## config.mk

```make
export PLATFORM = sky130hd
export DESIGN_NAME = ext_dma_channel
export DESIGN_NICKNAME = d
export VERILOG_FILES = /design/src/rtl/ext_dma_pkg.sv /design/src/rtl/ext_dma_channel.sv /design/src/rtl/ext_dma_cmd_fifo.sv
export SDC_FILE = /design/constraint.sdc
export NUM_CORES = 1
export LEC_CHECK = 0
export ABC_AREA = 0
export BUFFER_PORTS_ARGS = -buffer_cell sky130_fd_sc_hd__buf_2
export CAP_MARGIN = 15
export CORE_MARGIN = 1
export CORE_UTILIZATION = 60
export CTS_BUF_LIST = sky130_fd_sc_hd__clkbuf_2
export CTS_CLUSTER_SIZE = 28
export DETAILED_ROUTE_END_ITERATION = 7
export PLACE_DENSITY = 0.93
export SLEW_MARGIN = 20
export SYNTH_ARGS = -nofsm -noshare
export SYNTH_HDL_FRONTEND = slang
export SYNTH_SLANG_ARGS = --single-unit
```

## constraint.sdc

```tcl
create_clock -name clk_i -period 5.8 [get_ports clk_i]
set_input_delay 0.87 -clock clk_i [delete_from_list [all_inputs] [get_ports clk_i]]
set_output_delay 0.87 -clock clk_i [all_outputs]
set_load 0.005 [all_outputs]
```

## src/rtl/ext_dma_pkg.sv

```systemverilog
// shared constants and types for the external-bus dma channel
package ext_dma_pkg;

    // ==========================================================
    // register offsets
    localparam logic [7:0] MODE_CTRL_OFS = 8'h00;
    localparam logic [7:0] SRC_ADDR_OFS = 8'h04;
    localparam logic [7:0] DST_ADDR_OFS = 8'h08;
    localparam logic [7:0] XFER_COUNT_OFS = 8'h0C;
    localparam logic [7:0] BLOCK_SIZE_OFS = 8'h10;

    // ==========================================================
    // mode control field positions (bits 15..8 held)
    localparam int ACTIVE_BIT = 15;
    localparam int BEF_BIT = 14;
    localparam int MODE_FIELD_LSB = 8;
    localparam int MODE_FIELD_W = 8;

    // ==========================================================
    // reset values and encodings
    localparam logic [7:0] MODE_CTRL_RST = 8'h00;
    localparam logic [31:0] ADDR_RST = 32'h0000_0000;
    localparam logic [15:0] XFER_COUNT_RST = 16'h0000;
    localparam logic [7:0] BLOCK_SIZE_RST = 8'h01;
    localparam logic [1:0] MODE_BURST = 2'b01;
    localparam logic [1:0] MODE_BLOCK = 2'b11;
    localparam logic [31:0] ADDR_STEP = 32'h0000_0004;
    localparam int CMD_DEPTH = 2;

    // ==========================================================
    // types
    typedef struct packed {
        logic active;
        logic bef;
        logic ack_oe;
        logic end_oe;
        logic sense;
        logic address_mode_select;
        logic [1:0] mode;
    } mode_ctrl_t;

    typedef struct packed {
        logic [7:0] addr;
        logic [31:0] wdata;
        logic wr;
        logic rd;
    } reg_bus_t;

    typedef struct packed {
        logic [31:0] src;
        logic [31:0] dst;
        logic single;
    } xfer_cmd_t;

    typedef enum logic [1:0] {
        ST_IDLE,
        ST_ARMED,
        ST_MOVE,
        ST_GAP
    } chan_state_t;

endpackage

```

## src/rtl/ext_dma_channel.sv

```systemverilog
// external-bus dma channel: mode control bits, request sensing, pins
// Summary of operation
// [RULE1] nmi during a block transfer sets the block error flag
// [RULE2] nmi during a block transfer stops the channel at once
// [RULE3] after an abort, addresses point at the next transfer
// [RULE4] partly moved block is lost; queued commands are flushed
// [RULE5] error flag clears only by writing 0 after reading it as 1
// [RULE6] request-acknowledge pin driven only when its enable is 1
// [RULE7] transfer-end pin driven only when its enable is 1
// [RULE8] external request: low level when sense is 0, falling edge when 1
// [RULE9] first transfer after enable always uses low-level sensing
// [RULE10] address mode 0 gives dual, 1 gives single address transfers
// [RULE11] single-address acknowledge pin used only in single mode
// [RULE12] block transfer mode only with mode field 11
// [RULE13] channel active clears on reset, nmi or hardware standby
// [RULE14] writing 1 to the block error flag has no effect
//
// The address-and-strobe port and the register offsets are this design's own decisions.
`timescale 1ns/1ns
`default_nettype none
module ext_dma_channel #(
    parameter int CMD_DEPTH = 2
) (
    // clock and reset
    input wire logic clk_i,
    input wire logic rst_n_i,
    // register port
    input wire ext_dma_pkg::reg_bus_t reg_bus_i,
    output logic [31:0] rdata_o,
    // system events
    input wire logic nmi_i,
    input wire logic standby_i,
    // external request pin
    input wire logic external_request_pin_n_i,
    // output pins
    output logic req_ack_start_pin_n_o,
    output logic req_ack_start_pin_oe_n_o,
    output logic xfer_end_pin_n_o,
    output logic xfer_end_pin_oe_n_o,
    output logic single_addr_ack_pin_n_o,
    output logic single_addr_ack_pin_oe_n_o,
    // transfer commands to the bus-cycle logic
    output logic cmd_valid_o,
    output ext_dma_pkg::xfer_cmd_t cmd_o,
    input wire logic cmd_ready_i
);
    import ext_dma_pkg::*;

    mode_ctrl_t mode_ff, wr_fields;
    chan_state_t state_ff;
    logic [31:0] src_ff, dst_ff, rdata_ff;
    logic [15:0] count_ff;
    logic [7:0] block_size_ff, blk_left_ff, cur_left;
    logic bef_read_ff, stop_pend_ff, first_xfer_ff, req_prev_ff;
    logic edge_pend_ff, ack_pulse_ff, end_pulse_ff, single_ack_ff;
    logic wr_mode, rd_mode, block_mode, abort, fall_now, req_ok;
    logic buf_in_ready, start, push, last_of_block, end_of_run;
    logic bef_clear, flush;
    xfer_cmd_t nxt_cmd;

    function automatic logic reg_hit(input reg_bus_t b, input logic [7:0] o);
        reg_hit = (b.addr == o);
    endfunction
    // ==========================================================
    // decode and request sensing
    assign wr_fields = mode_ctrl_t'(reg_bus_i.wdata[MODE_FIELD_LSB +: MODE_FIELD_W]);
    assign wr_mode = reg_bus_i.wr && reg_hit(reg_bus_i, MODE_CTRL_OFS);
    assign rd_mode = reg_bus_i.rd && reg_hit(reg_bus_i, MODE_CTRL_OFS);
    assign block_mode = (mode_ff.mode == MODE_BLOCK); // [RULE12]
    assign abort = nmi_i || standby_i;
    assign fall_now = req_prev_ff && !external_request_pin_n_i;
    assign req_ok = !mode_ff.mode[1] ? 1'b1
        : (first_xfer_ff || !mode_ff.sense)
        ? !external_request_pin_n_i // [RULE8] [RULE9]
        : (edge_pend_ff || fall_now); // [RULE8]
    assign start = (state_ff == ST_ARMED) && mode_ff.active && req_ok
        && buf_in_ready && !abort;
    assign push = start || ((state_ff == ST_MOVE) && buf_in_ready && !abort);
    assign cur_left = (state_ff == ST_ARMED)
        ? (block_mode ? block_size_ff - 8'h01 : 8'h00) : blk_left_ff;
    assign last_of_block = (cur_left == 8'h00);
    assign end_of_run = push && last_of_block && (count_ff == 16'h0001);
    assign bef_clear = wr_mode && !wr_fields.bef && bef_read_ff; // [RULE5]
    assign flush = nmi_i && (state_ff == ST_MOVE); // [RULE4]
    assign nxt_cmd = '{src: src_ff, dst: dst_ff, single: mode_ff.address_mode_select}; // [RULE10]

    // ==========================================================
    // mode control register
    always_ff @(posedge clk_i) begin
        if (!rst_n_i) begin
            mode_ff <= mode_ctrl_t'(MODE_CTRL_RST); // [RULE13]
        end else begin
            if (wr_mode) begin
                mode_ff.ack_oe <= wr_fields.ack_oe;
                mode_ff.end_oe <= wr_fields.end_oe;
                mode_ff.sense <= wr_fields.sense;
                mode_ff.address_mode_select <= wr_fields.address_mode_select;
                mode_ff.mode <= wr_fields.mode;
            end
            if (abort) begin
                mode_ff.active <= 1'b0; // [RULE13]
            end else if (end_of_run) begin
                mode_ff.active <= 1'b0;
            end else if (push && last_of_block && stop_pend_ff) begin
                mode_ff.active <= 1'b0;
            end else if (wr_mode && wr_fields.active) begin
                mode_ff.active <= 1'b1;
            end else if (wr_mode && state_ff != ST_MOVE) begin
                mode_ff.active <= 1'b0;
            end
            // set wins over clear; a written 1 is ignored
            if (nmi_i && block_mode && state_ff == ST_MOVE) begin
                mode_ff.bef <= 1'b1; // [RULE1]
            end else if (bef_clear) begin
                mode_ff.bef <= 1'b0; // [RULE5] [RULE14]
            end
        end
    end

    // ==========================================================
    // read-then-write-zero tracking and deferred stop
    always_ff @(posedge clk_i) begin
        if (!rst_n_i) begin
            bef_read_ff <= 1'b0;
            stop_pend_ff <= 1'b0;
        end else begin
            if (rd_mode && mode_ff.bef) begin
                bef_read_ff <= 1'b1; // [RULE5]
            end else if (wr_mode) begin
                bef_read_ff <= 1'b0;
            end
            if (abort || !mode_ff.active || (push && last_of_block)) begin
                stop_pend_ff <= 1'b0;
            end else if (wr_mode && !wr_fields.active
                && state_ff == ST_MOVE) begin
                stop_pend_ff <= 1'b1;
            end
        end
    end

    // ==========================================================
    // other registers and address update
    always_ff @(posedge clk_i) begin
        if (!rst_n_i) begin
            src_ff <= ADDR_RST;
            dst_ff <= ADDR_RST;
            count_ff <= XFER_COUNT_RST;
            block_size_ff <= BLOCK_SIZE_RST;
        end else if (push) begin
            src_ff <= src_ff + ADDR_STEP; // [RULE3]
            dst_ff <= dst_ff + ADDR_STEP; // [RULE3]
            if (last_of_block) begin
                count_ff <= count_ff - 16'h0001;
            end
        end else if (reg_bus_i.wr && !mode_ff.active) begin
            unique case (reg_bus_i.addr)
                SRC_ADDR_OFS: src_ff <= reg_bus_i.wdata;
                DST_ADDR_OFS: dst_ff <= reg_bus_i.wdata;
                XFER_COUNT_OFS: count_ff <= reg_bus_i.wdata[15:0];
                BLOCK_SIZE_OFS: block_size_ff <= reg_bus_i.wdata[7:0];
                default: ;
            endcase
        end
    end

    // ==========================================================
    // read data
    always_ff @(posedge clk_i) begin
        if (!rst_n_i) begin
            rdata_ff <= 32'h0000_0000;
        end else if (reg_bus_i.rd) begin
            unique case (reg_bus_i.addr)
                MODE_CTRL_OFS: rdata_ff <= {16'h0000, mode_ff, 8'h00};
                SRC_ADDR_OFS: rdata_ff <= src_ff;
                DST_ADDR_OFS: rdata_ff <= dst_ff;
                XFER_COUNT_OFS: rdata_ff <= {16'h0000, count_ff};
                BLOCK_SIZE_OFS: rdata_ff <= {24'h000000, block_size_ff};
                default: rdata_ff <= 32'h0000_0000;
            endcase
        end else begin
            rdata_ff <= 32'h0000_0000;
        end
    end
    assign rdata_o = rdata_ff;

    // ==========================================================
    // channel sequencing
    always_ff @(posedge clk_i) begin
        if (!rst_n_i) begin
            state_ff <= ST_IDLE;
            blk_left_ff <= 8'h00;
        end else if (abort) begin
            state_ff <= ST_IDLE; // [RULE2]
        end else begin
            unique case (state_ff)
                ST_IDLE: state_ff <= mode_ff.active ? ST_ARMED : ST_IDLE;
                ST_ARMED: begin
                    if (!mode_ff.active) begin
                        state_ff <= ST_IDLE;
                    end else if (start) begin
                        blk_left_ff <= cur_left - 8'h01;
                        if (!last_of_block) begin
                            state_ff <= ST_MOVE;
                        end else if (end_of_run) begin
                            state_ff <= ST_IDLE;
                        end else if (mode_ff.mode != MODE_BURST) begin
                            state_ff <= ST_GAP;
                        end
                    end
                end
                ST_MOVE: begin
                    if (push) begin
                        blk_left_ff <= blk_left_ff - 8'h01;
                        if (last_of_block) begin
                            state_ff <= end_of_run ? ST_IDLE : ST_GAP;
                        end
                    end
                end
                ST_GAP: state_ff <= mode_ff.active ? ST_ARMED : ST_IDLE;
            endcase
        end
    end

    // ==========================================================
    // request pin history
    always_ff @(posedge clk_i) begin
        if (!rst_n_i) begin
            req_prev_ff <= 1'b1;
            edge_pend_ff <= 1'b0;
            first_xfer_ff <= 1'b0;
        end else begin
            req_prev_ff <= external_request_pin_n_i;
            if (start || !mode_ff.active) begin
                edge_pend_ff <= 1'b0;
            end else if (fall_now) begin
                edge_pend_ff <= 1'b1; // [RULE8]
            end
            if (wr_mode && wr_fields.active && !mode_ff.active) begin
                first_xfer_ff <= 1'b1; // [RULE9]
            end else if (start) begin
                first_xfer_ff <= 1'b0;
            end
        end
    end

    // ==========================================================
    // output pins
    always_ff @(posedge clk_i) begin
        if (!rst_n_i) begin
            ack_pulse_ff <= 1'b0;
            end_pulse_ff <= 1'b0;
            single_ack_ff <= 1'b0;
        end else begin
            ack_pulse_ff <= start && mode_ff.ack_oe; // [RULE6]
            end_pulse_ff <= end_of_run && mode_ff.end_oe; // [RULE7]
            single_ack_ff <= push && mode_ff.address_mode_select; // [RULE11]
        end
    end
    assign req_ack_start_pin_n_o = !ack_pulse_ff;
    assign req_ack_start_pin_oe_n_o = !mode_ff.ack_oe; // [RULE6]
    assign xfer_end_pin_n_o = !end_pulse_ff;
    assign xfer_end_pin_oe_n_o = !mode_ff.end_oe; // [RULE7]
    assign single_addr_ack_pin_n_o = !single_ack_ff;
    assign single_addr_ack_pin_oe_n_o = !mode_ff.address_mode_select; // [RULE11]

    // ==========================================================
    // command buffer
    ext_dma_cmd_fifo #(
        .WIDTH($bits(xfer_cmd_t)),
        .DEPTH(CMD_DEPTH)
    ) u_cmd_fifo (
        .clk_i(clk_i),
        .rst_n_i(rst_n_i),
        .flush_i(flush),
        .in_valid_i(push),
        .in_data_i(nxt_cmd),
        .in_ready_o(buf_in_ready),
        .out_valid_o(cmd_valid_o),
        .out_data_o(cmd_o),
        .out_ready_i(cmd_ready_i)
    );
endmodule // ext_dma_channel
`default_nettype wire

```

## src/rtl/ext_dma_cmd_fifo.sv

```systemverilog
// small command buffer with valid/ready on both sides and flush
`timescale 1ns/1ns
`default_nettype none
module ext_dma_cmd_fifo #(
    parameter int WIDTH = 65,
    parameter int DEPTH = 2
) (
    // clock, reset and flush
    input wire logic clk_i,
    input wire logic rst_n_i,
    input wire logic flush_i,
    // fill side
    input wire logic in_valid_i,
    input wire logic [WIDTH-1:0] in_data_i,
    output logic in_ready_o,
    // drain side
    output logic out_valid_o,
    output logic [WIDTH-1:0] out_data_o,
    input wire logic out_ready_i
);
    localparam int PW = (DEPTH > 1) ? $clog2(DEPTH) : 1;
    localparam logic [PW:0] DEPTH_CNT = (PW+1)'(DEPTH);

    logic [WIDTH-1:0] mem_ff [DEPTH];
    logic [PW-1:0] wptr_ff;
    logic [PW-1:0] rptr_ff;
    logic [PW:0] fill_ff;
    logic push;
    logic pop;

    function automatic logic [PW-1:0] ptr_inc(input logic [PW-1:0] p);
        ptr_inc = (p == PW'(DEPTH - 1)) ? '0 : p + PW'(1);
    endfunction

    assign in_ready_o = (fill_ff != DEPTH_CNT);
    assign out_valid_o = (fill_ff != '0);
    assign out_data_o = mem_ff[rptr_ff];
    assign push = in_valid_i && in_ready_o;
    assign pop = out_valid_o && out_ready_i;

    // ==========================================================
    // storage
    always_ff @(posedge clk_i) begin
        if (push) begin
            mem_ff[wptr_ff] <= in_data_i;
        end
    end

    // ==========================================================
    // pointers and fill level
    always_ff @(posedge clk_i) begin
        if (!rst_n_i || flush_i) begin
            wptr_ff <= '0;
            rptr_ff <= '0;
            fill_ff <= '0;
        end else begin
            if (push) begin
                wptr_ff <= ptr_inc(wptr_ff);
            end
            if (pop) begin
                rptr_ff <= ptr_inc(rptr_ff);
            end
            fill_ff <= fill_ff + (PW+1)'(push) - (PW+1)'(pop);
        end
    end
endmodule // ext_dma_cmd_fifo
`default_nettype wire

```

; Word-level counts from Yosys, hierarchy flattened
; Memories as Yosys holds them, arrays and structs flattened. A register that Yosys moved wholly into a read port is not among the register bits.
; Cells that the tools add are included.
[totals]
ff_bits = 150
latch_bits = 0
ram_bits = 130
romBits = 0
in_bits = 48
n_memories = 1
[classes]
add_sub_neg = 10
n_mul = 0
n_div = 0
magnitude_cmp = 0
n_eq_ne = 19
shifts = 0
n_mux = 43
bitwise = 3
reduce_logical = 75
[memory_table]
columns = memory, words, word_bits, rd, rd_ports_with_merged_regs, wr, line_no
row1 = u_cmd_fifo.mem_ff, 2, 65, 1, 1, 1, ext_dma_cmd_fifo.sv:24  ; logic [WIDTH-1:0] mem_ff [DEPTH];
[ops]
columns = operator, count
row1 = $mux 32, 6
row2 = $pmux 32 s5, 1
row3 = $add 32x3->32 const B, 2
row4 = $mux 16, 4
row5 = $mux 8, 5
row6 = $logic_and 1x1->1, 29
row7 = $sub 8x1->8 const B, 3
row8 = $reduce_bool 2->1, 10
row9 = $mux 1, 17
row10 = $eq 16x1->1 const B, 1
row11 = $eq 8x4->1 const B, 2
row12 = $logic_not 8->1, 2
row13 = $mux 2, 8
row14 = $pmux 8 s2, 1
row15 = $sub 16x1->16 const B, 1
row16 = $logic_not 1->1, 13
row17 = $ne 2x2->1 const B, 6
row18 = $eq 8x3->1 const B, 1
row19 = $eq 8x5->1 const B, 1
row20 = $logic_or 1x1->1, 8
row21 = $reduce_or 2->1, 4
row22 = $eq 2x2->1 const B, 3
row23 = $pmux 2 s3, 1
row24 = $reduce_and 2->1, 3
row25 = other kinds (13), 18

; Logic depth before layout (Yosys ltp)
; Gate-level depths: netlist (run 1).
[depth]
ltp_word = 16
mapped_depth = 13

; Modules after synthesis
; A second synthesis (run 1) with hierarchy kept.
[unflattened]
cells_unflattened = 1238
hier_area_um2 = 12685.9
[by_module_without_submodules]
columns = module, instances, cells_each, area_per_inst_um2, seq_area_each_um2
row1 = ext_dma_channel, 1, 1007, 7712.4, 2922.8
row2 = ext_dma_cmd_fifo, 1, 231, 4973.5, 4003.8

; Least setup slack after synthesis (run 1)
; Ideal clock, no wire load.
[synth_timing]
kind = input port to flip-flop
from = input port standby_i
to = memory u_cmd_fifo.mem_ff[0][0] (enable)
t_arrival_ns = 4.732
required_ns = 5.312
path_slack_ns = 0.580
cell_stages = 7
path_cell_list = nor2_1 a21boi_1 nand3_1 buf_2 buf_1 buf_2 nor2_1
[synth_between]
elab_chain_cells = 7
word_cells_on_any_way = 8
[synth_rtl]
columns = element, line_no
row1 = from (decl), ext_dma_channel.sv:32  ; input wire logic standby_i,
row2 = $logic_or 1x1->1 *, ext_dma_channel.sv:70  ; assign abort = nmi_i || standby_i;
row3 = $logic_not 1->1 *, "ext_dma_channel.sv:77, ext_dma_channel.sv:78"
row4 = "$logic_and 1x1->1, on equally long branches", "ext_dma_channel.sv:77, ext_dma_channel.sv:78"
row5 = $logic_or 1x1->1 *, ext_dma_channel.sv:78  ; assign push = start || ((state_ff == ST_MOVE) && buf_in_ready && !abort);
row6 = $logic_and 1x1->1 *, ext_dma_cmd_fifo.sv:38  ; assign push = in_valid_i && in_ready_o;
row7 = $mux 1 *, ext_dma_cmd_fifo.sv:44  ; if (push) begin
row8 = $mux 1 (implied by the code) *, ext_dma_cmd_fifo.sv:45  ; mem_ff[wptr_ff] <= in_data_i;
row9 = to (decl), ext_dma_cmd_fifo.sv:24
; Every way passes the cells marked *; elsewhere a longest branch is shown, timed or not.

; Worst setup path after layout (run 1)
[layout_timing]
from = register state_ff[0]
to = register dst_ff[24]
[layout_between]
elab_chain_cells = 8
word_cells_on_any_way = 13
[layout_rtl]
columns = element, line_no
row1 = from (decl), ext_dma_channel.sv:50  ; chan_state_t state_ff;
row2 = from (signal assigned), ext_dma_channel.sv:196  ; ST_IDLE: state_ff <= mode_ff.active ? ST_ARMED : ST_IDLE;
row3 = from (signal assigned), ext_dma_channel.sv:215  ; state_ff <= end_of_run ? ST_IDLE : ST_GAP;
row4 = from (signal assigned), ext_dma_channel.sv:219  ; ST_GAP: state_ff <= mode_ff.active ? ST_ARMED : ST_IDLE;
row5 = $eq 2x1->1, ext_dma_channel.sv:76  ; assign start = (state_ff == ST_ARMED) && mode_ff.active && req_ok
row6 = $logic_and 1x1->1 (2 in a row), ext_dma_channel.sv:76
row7 = $logic_and 1x1->1 (2 in a row), ext_dma_channel.sv:77  ; && buf_in_ready && !abort;
row8 = $logic_or 1x1->1 *, ext_dma_channel.sv:78
row9 = $reduce_bool 2->1 (no line), --
row10 = $reduce_and 2->1 (no line), --
row11 = to (signal assigned), ext_dma_channel.sv:151  ; dst_ff <= dst_ff + ADDR_STEP;
row12 = to (signal assigned), ext_dma_channel.sv:158  ; DST_ADDR_OFS: dst_ff <= reg_bus_i.wdata;
row13 = to (decl), ext_dma_channel.sv:51  ; logic [31:0] src_ff, dst_ff, rdata_ff;
; Marks and branches as above.
; A chain may end at the register's enable or synchronous reset.

==> flow_metrics.py, run 1 <==
metrics = {
    "status": {
        "status": "complete, but fails checks",
        "violations": "DRC",
    },
    "clock_tree": {
        "cts_tree": "done",
        "cts_buffer_depth": 3,
        "clk_pin_slew_ns": 0.12,
        "clock-root-buffer": "clkbuf_2",
        "h-tree-depth": 3,
        "postCtsSetupRepairBufs": 0,
        "clock_sinks": 281,
        "cts_resized": 0,
        "hold_buffers": 0,
        "cts_buffers": 69,
        "clkLatencyLatePin_ns": 0.85,
    },
    "final_layout": {
        "layout.cells.non_filler": 1705,
        "area_growth_pct": 12.43,
        "drive_gt1_share_pct": 25.66,
        "fin_util_pct": 69.05,
        "final_common_cell": "buf_2",
        "final_nets": 1438,
        "final_cell_mix": "buf_2 (151), dfxtp_1 (150), nand2_1 (146)",
        "design_area_sq_um": 14060,
    },
    "worst_setup_path": {
        "crit_family": "simple AND/OR/NAND/NOR gates",
        "crit_buf_inv": 3,
        "worst_setup_path_start_kind": "register",
        "worst_ep_required_time_ns": 6.53,
        "worstRegToRegCells": 9,
        "r2r_slack_ns": 2.05,
        "r2r-start": "state_ff[0]",
        "worstSetupPathType": "register to register",
        "critPathSlowestCell": "nand3_1",
        "critPathMaxStageDelay_ns": 0.89,
        "crit_chain": "inv_1, ha_1, inv_1, o2111ai_1, nand3_2, buf_4, nand3_1, and3_1, o21a_1",
        "path_max_fanout": 54,
        "cp-end-kind": "register",
        "cp.arrival_ns": 4.48,
        "r2r-end": "dst_ff[24]",
        "crit_path_frequent_cell": "inv_1",
    },
    "synth": {
        "yosys.area_share.xor_xnor_pct": 0.6303,
        "synth.distinct_cells": 70,
        "synth_top_family_by_area": "simple AND/OR/NAND/NOR gates",
        "syn_nets": 1281,
        "synth_compound_area_share_pct": 15.14,
        "synthTopCellsByArea": "edfxtp_1 (31%), dfxtp_1 (24%), mux2_2 (6.5%)",
        "muxShareOfSynthArea_pct": 6.803,
        "synth_edf_count": 130,
        "syn-cell-area_sq_um": 12510,
        "synth_fa_ha_area_share_pct": 1.100,
        "synthFlopType": "dfxtp_1",
        "synth_seq_area_share_pct": 55.38,
        "synth_top_cell_area_share_pct": 31.21,
        "synth_top_area_cell": "edfxtp_1",
        "synth.avg_cell_area_sq_um": 10.23,
        "synth-simple-area-share_pct": 17.29,
        "ys_ff_latch": 281,
        "postSynthCellCount": 1222,
        "yosysWarnings": 0,
        "async_reset_ff_share_pct": 0,
    },
    "global_routing": {
        "grt_max_degree": 66,
        "grt_pass1_vias": 10470,
        "track_usage_pct": 32.66,
        "grt_pass1_wl_mm": 54.41,
        "grt_util_met2_pct": 51.40,
        "antenna_found_initial": 1,
        "use_met3_pct": 8.094,
        "grt.busiest_layer": "met2",
        "grt_overflow": 0,
        "grtUsageMet1_pct": 39.85,
    },
    "routing": {
        "drt-total-wl_mm": 35.27,
        "drt_iter0_markers": 1745,
        "drc": 16,
        "first_pass_iters": 8,
        "vias": 11090,
        "vias_per_cell": 6.506,
        "wl_per_cell_microns": 20.68,
        "drtAntennaViolNets": 0,
    },
    "pwr": {
        "p_per_area_nw_per_um2": 268.3,
        "power.total_mw": 3.772,
        "leakage_nw": 4.845,
        "ir_drop_mv": 0.1038,
    },
    "floorplan": {
        "dieArea_sq_um": 21430,
        "core_region_area_sq_um": 20360,
        "die_w_microns": 146.4,
        "fp.dieH_microns": 146.4,
        "top_level_ports": 152,
        "num_rows": 52,
        "initial_core_util_pct": 61.42,
    },
    "sta": {
        "rsz0062_at_grt": "false",
        "finalSetupViolCount": 0,
        "fin_ws_ns": 2.051,
        "finalClockSkew_ns": 0.06917,
        "hold_viol": 0,
        "fin_hold_ws_ns": 0.3011,
        "finalCritPeriodShare_pct": 64.64,
        "slew-limit-headroom_pct": 24.57,
        "tightestPinTransition_ns": 1.123,
        "fmax_mhz": 266.7,
        "drv_slew": 0,
        "fin_tns_setup_ns": 0,
        "fin_crit_ns": 3.749,
    },
    "placement": {
        "portBuffers": 151,
        "dpl.cell_count": 1578,
        "dpl.hpwl_mm": 23.03,
        "dpl_worst_slack_ns": 1.554,
        "placed_cell_area_sq_um": 13360,
        "routabilityCongestion": 0.9336,
    },
    "worst_hold_path": {
        "worst_hold_path.endpoint": "dst_ff[23]",
        "hold_path.class": "input pin to register",
        "hold_start": "reg_bus_i[25]",
        "hold_depth": 3,
    },
    "job": {
        "drv_cap": 0,
    },
}
==> where the power goes <==
| group | internal (mW) | switching [mW] | leakage, nW |
|---|---|---|---|
| clock | 0.612 | 0.797 | 0.506 |
| combinational | 0.148 | 0.145 | 1.90 |
| sequential | 2.06 | 0.0109 | 2.44 |
| total | 2.82 | 0.954 | 4.84 |
==> area by class of cell <==
class | count | area (sq um)
Clock inverter | 22 | 170.2
Sequential cell | 281 | 6928
Timing Repair Buffer | 161 | 830.8
Fill cell | 1480 | 6304
Multi-Input combinational cell | 834 | 5151
Clock buffer | 104 | 520.5
Inverter | 32 | 120.1
Antenna cell | 1 | 2.502
Tap cell | 270 | 337.8
==> Yosys cell counts, types with 5 or more instances <==
cell type	count
a211oi_1	9
a21oi_1	105
a222oi_1	5
a22oi_1	30
a2bb2oi_1	11
a311oi_1	5
a31oi_1	26
a32oi_1	6
and2_1	6
and3_1	25
buf_2	20
clkbuf_1	47
dfxtp_1	151
edfxtp_1	130
ha_1	11
inv_1	32
mux2_2	72
nand2_1	146
nand3_1	52
nand4_1	14
nor2_1	89
nor2b_1	5
nor3_1	37
nor3b_1	5
nor4_1	14
o211ai_1	22
o21ai_0	37
o221ai_1	5
or2_0	11
or2_2	7
or3_1	10
or4_1	6
xnor2_1	5
==> registers in the layout, summed over array words and instances, names as in the netlist, 2 cells and up, named ones only <==
| signal | flops |
|---|---|
| mode_ff | 8 |
| u_cmd_fifo.mem_ff | 130 |
| src_ff | 32 |
| state_ff | 2 |
| u_cmd_fifo.fill_ff | 2 |
| count_ff | 16 |
| rdata_o | 32 |
| dst_ff | 32 |
| blk_left_ff | 8 |
| block_size_ff | 8 |
==> metal layers <==
layer  up-vias  part of all wire (%)
li1       4895                     -
met1      5114                    34
met2       882                    46
met3       201                    14
met4         0                   6.6
met5         -                     0
==> tightest hold or removal path: stages <==
cell and delay, ns:
buf_2 0.12, nand2_1 0.05, a21oi_1 0.05
==> kinds of logic after synthesis <==
| family | after synthesis |
|---|---|
| mux | 76 |
| fa+ha+maj | 11 |
| xor+xnor | 9 |
| compound gates | 292 |
| simple gates | 446 |
| flops | 281 |
| buf+inv | 107 |
==> how the worst max path moves through the flow <==
stage / startpoint / to / cells past startpoint / slack, ns
after CTS: state_ff[0] / dst_ff[24] / 9 / 2.14
final: state_ff[0] / dst_ff[24] / 9 / 2.05
after detailed placement: reg_bus_i[34] / dst_ff[24] / 6 / 1.55
after global routing: state_ff[0] / dst_ff[24] / 9 / 1.84
after floorplan: standby_i / u_cmd_fifo.mem_ff[0][0] / 7 / 0.58
after global placement: reg_bus_i[34] / dst_ff[28] / 6 / 1.78
No activity file was read; power rests on OpenSTA's default activity.
==> run 2: changes to the inputs <==
==> constraint.sdc (replaced) <==
create_clock -name clk_i -period 3.5 [get_ports clk_i]
set_input_delay 0.525 -clock clk_i [delete_from_list [all_inputs] [get_ports clk_i]]
set_output_delay 0.525 -clock clk_i [all_outputs]
set_load 0.005 [all_outputs]
==> run 2 against run 1 <==
Compared with the run above: the run still ends with DRC left; first-iteration DRC count decreased by 11%; hold slack worse by 0.23 ns; fmax up 23%; critical path type unchanged.
==> flow_metrics.py, run 2 (same netlist as run 1, synthesis figures left out) <==
metrics = {
    "final_layout": {
        "final_cell_mix": "buf_2 (151), dfxtp_1 (150), nand2_1 (146)",
        "final_nets": 1483,
        "regArea_sq_um": 6928,
        "drive_gt1_share_pct": 25.47,
        "regMostFlops": "u_cmd_fifo.mem_ff",
        "largest_register_ff_count": 130,
        "final_common_cell": "buf_2",
        "multiInputGateArea_sq_um": 5145,
        "design_area_sq_um": 14500,
        "layout.cells.non_filler": 1751,
        "area_growth_pct": 15.93,
        "fillers": 1413,
    },
    "sta": {
        "fin_crit_ns": 3.058,
        "tightestPinTransition_ns": 1.089,
        "fin_tns_setup_ns": 0,
        "slew-limit-headroom_pct": 27.41,
        "fmax_mhz": 327.0,
        "finalCritPeriodShare_pct": 87.38,
        "finalSetupViolCount": 0,
        "finalClockSkew_ns": 0.07450,
        "fin_hold_ws_ns": 0.07010,
        "drv_slew": 0,
        "rsz0062_at_grt": "false",
        "hold_viol": 0,
    },
    "placement": {
        "placed_cell_area_sq_um": 13510,
        "dpl.hpwl_mm": 23.54,
        "routabilityCongestion": 0.9542,
        "dpl.cell_count": 1590,
        "portBuffers": 151,
    },
    "pwr": {
        "ir_drop_mv": 0.1889,
        "p_per_area_nw_per_um2": 423.3,
        "leakage_nw": 5.033,
    },
    "floorplan": {
        "dieArea_sq_um": 21430,
        "die_w_microns": 146.4,
        "num_rows": 52,
        "core_region_area_sq_um": 20360,
        "top_level_ports": 152,
        "fp.dieH_microns": 146.4,
        "initial_core_util_pct": 61.42,
    },
    "worst_setup_path": {
        "crit_path_frequent_cell": "inv_1",
        "crit_family": "compound AO/OA/AOI/OAI gates",
        "cp.arrival_ns": 3.79,
        "cp-end-kind": "register",
        "path_max_fanout": 31,
        "worst_setup_path_start_kind": "register",
        "crit_buf_inv": 3,
        "worstSetupPathType": "register to register",
        "critPathSlowestCell": "a21oi_4",
        "critPathMaxStageDelay_ns": 0.54,
        "crit_chain": "inv_1, ha_1, inv_1, o2111ai_1, nand3_2, buf_4, and3_1, a21oi_4, nor2_1, o221a_2",
        "worst_ep_required_time_ns": 4.24,
    },
    "clock_tree": {
        "clock-root-buffer": "clkbuf_2",
        "clk_pin_slew_ns": 0.11,
        "h-tree-depth": 3,
        "clock_sinks": 281,
        "clkLatencyLatePin_ns": 0.89,
        "cts_buffer_depth": 3,
        "hold_buffers": 34,
        "postCtsSetupRepairBufs": 0,
        "cts_buffers": 68,
        "cts_tree": "done",
        "cts_resized": 0,
    },
    "global_routing": {
        "grt_pass1_vias": 10540,
        "grt_max_degree": 66,
        "use_met3_pct": 8.875,
        "antenna_found_initial": 1,
        "grt_util_met2_pct": 54.12,
        "grtUsageMet1_pct": 40.58,
        "grt_pass1_wl_mm": 55.87,
        "grt.busiest_layer": "met2",
        "grt_overflow": 0,
        "track_usage_pct": 33.72,
    },
    "routing": {
        "first_pass_iters": 8,
        "drc": 1,
        "vias": 11180,
        "drt_iter0_markers": 1553,
        "drtAntennaViolNets": 0,
        "vias_per_cell": 6.383,
        "wl_per_cell_microns": 20.79,
        "drt-total-wl_mm": 36.40,
    },
    "status": {
        "status": "complete, but fails checks",
        "violations": "DRC",
    },
    "worst_hold_path": {
        "hold_path.class": "input pin to register",
    },
    "job": {
        "drv_cap": 0,
    },
}
[run 2: cell types whose count changed in the layout (fill, tap and decap cells not counted), moves of 2 or more]
cell | before | now
buf_12 | 0 | 5
buf_4 | 10 | 17
bufinv_16 | 3 | 1
dlygate4sd3_1 | 0 | 34
[run 2: report_power, final]
group / total (mW) / leakage (nW) / switching (mW) / internal (mW)
Combinational: 0.527 / 2.11 / 0.250 / 0.277
Sequential: 3.43 / 2.44 / 0.0165 / 3.41
Clock: 2.18 / 0.484 / 1.31 / 0.870
Total: 6.14 / 5.03 / 1.58 / 4.56
[run 2: final timing paths]
check | from | end | slack [ns] | cells past startpoint
setup / recovery | state_ff[0] | count_ff[5] | 0.44 | 10
hold reg to reg | count_ff[10] | rdata_o[10] | 0.46 | 2
hold / removal | standby_i | stop_pend_ff | 0.07 | 4
setup reg to reg | state_ff[0] | count_ff[5] | 0.44 | 10
[run 2: cell type report]
type | count | area share, %
flip-flops and latches | 281 | 47.78
multi-input cells | 834 | 35.48
repair buffers | 207 | 9.130
clock buffers | 104 | 3.590
well taps | 270 | 2.330
clock inverters | 22 | 0.8371
inverters | 32 | 0.8284
diodes | 1 | 0.01726
[run 2: layer usage]
metal	vias to the layer above	wire length (microns)
met5	-	0
met4	0	2226
met1	5149	12560
met2	845	17170
li1	4992	-
met3	190	4444
[run 2: metrics by stage]
stage          power (mW)  setup slack, ns  utilization [%]
2_1_floorplan       3.771           0.4164                -
3_3_place_gp        3.987           0.5104            66.36
3_5_place_dp        3.993           0.4267            66.36
4_1_cts             6.139           0.5416            71.18
5_1_grt             6.349           0.2814            71.20
6_report            6.137           0.4417            71.20
[run 2: tightest hold or removal path: cells and delay by family]
family                 cells  cell delay [ns]
buffers and inverters      1             0.07
AND/OR/NAND/NOR            3             0.29
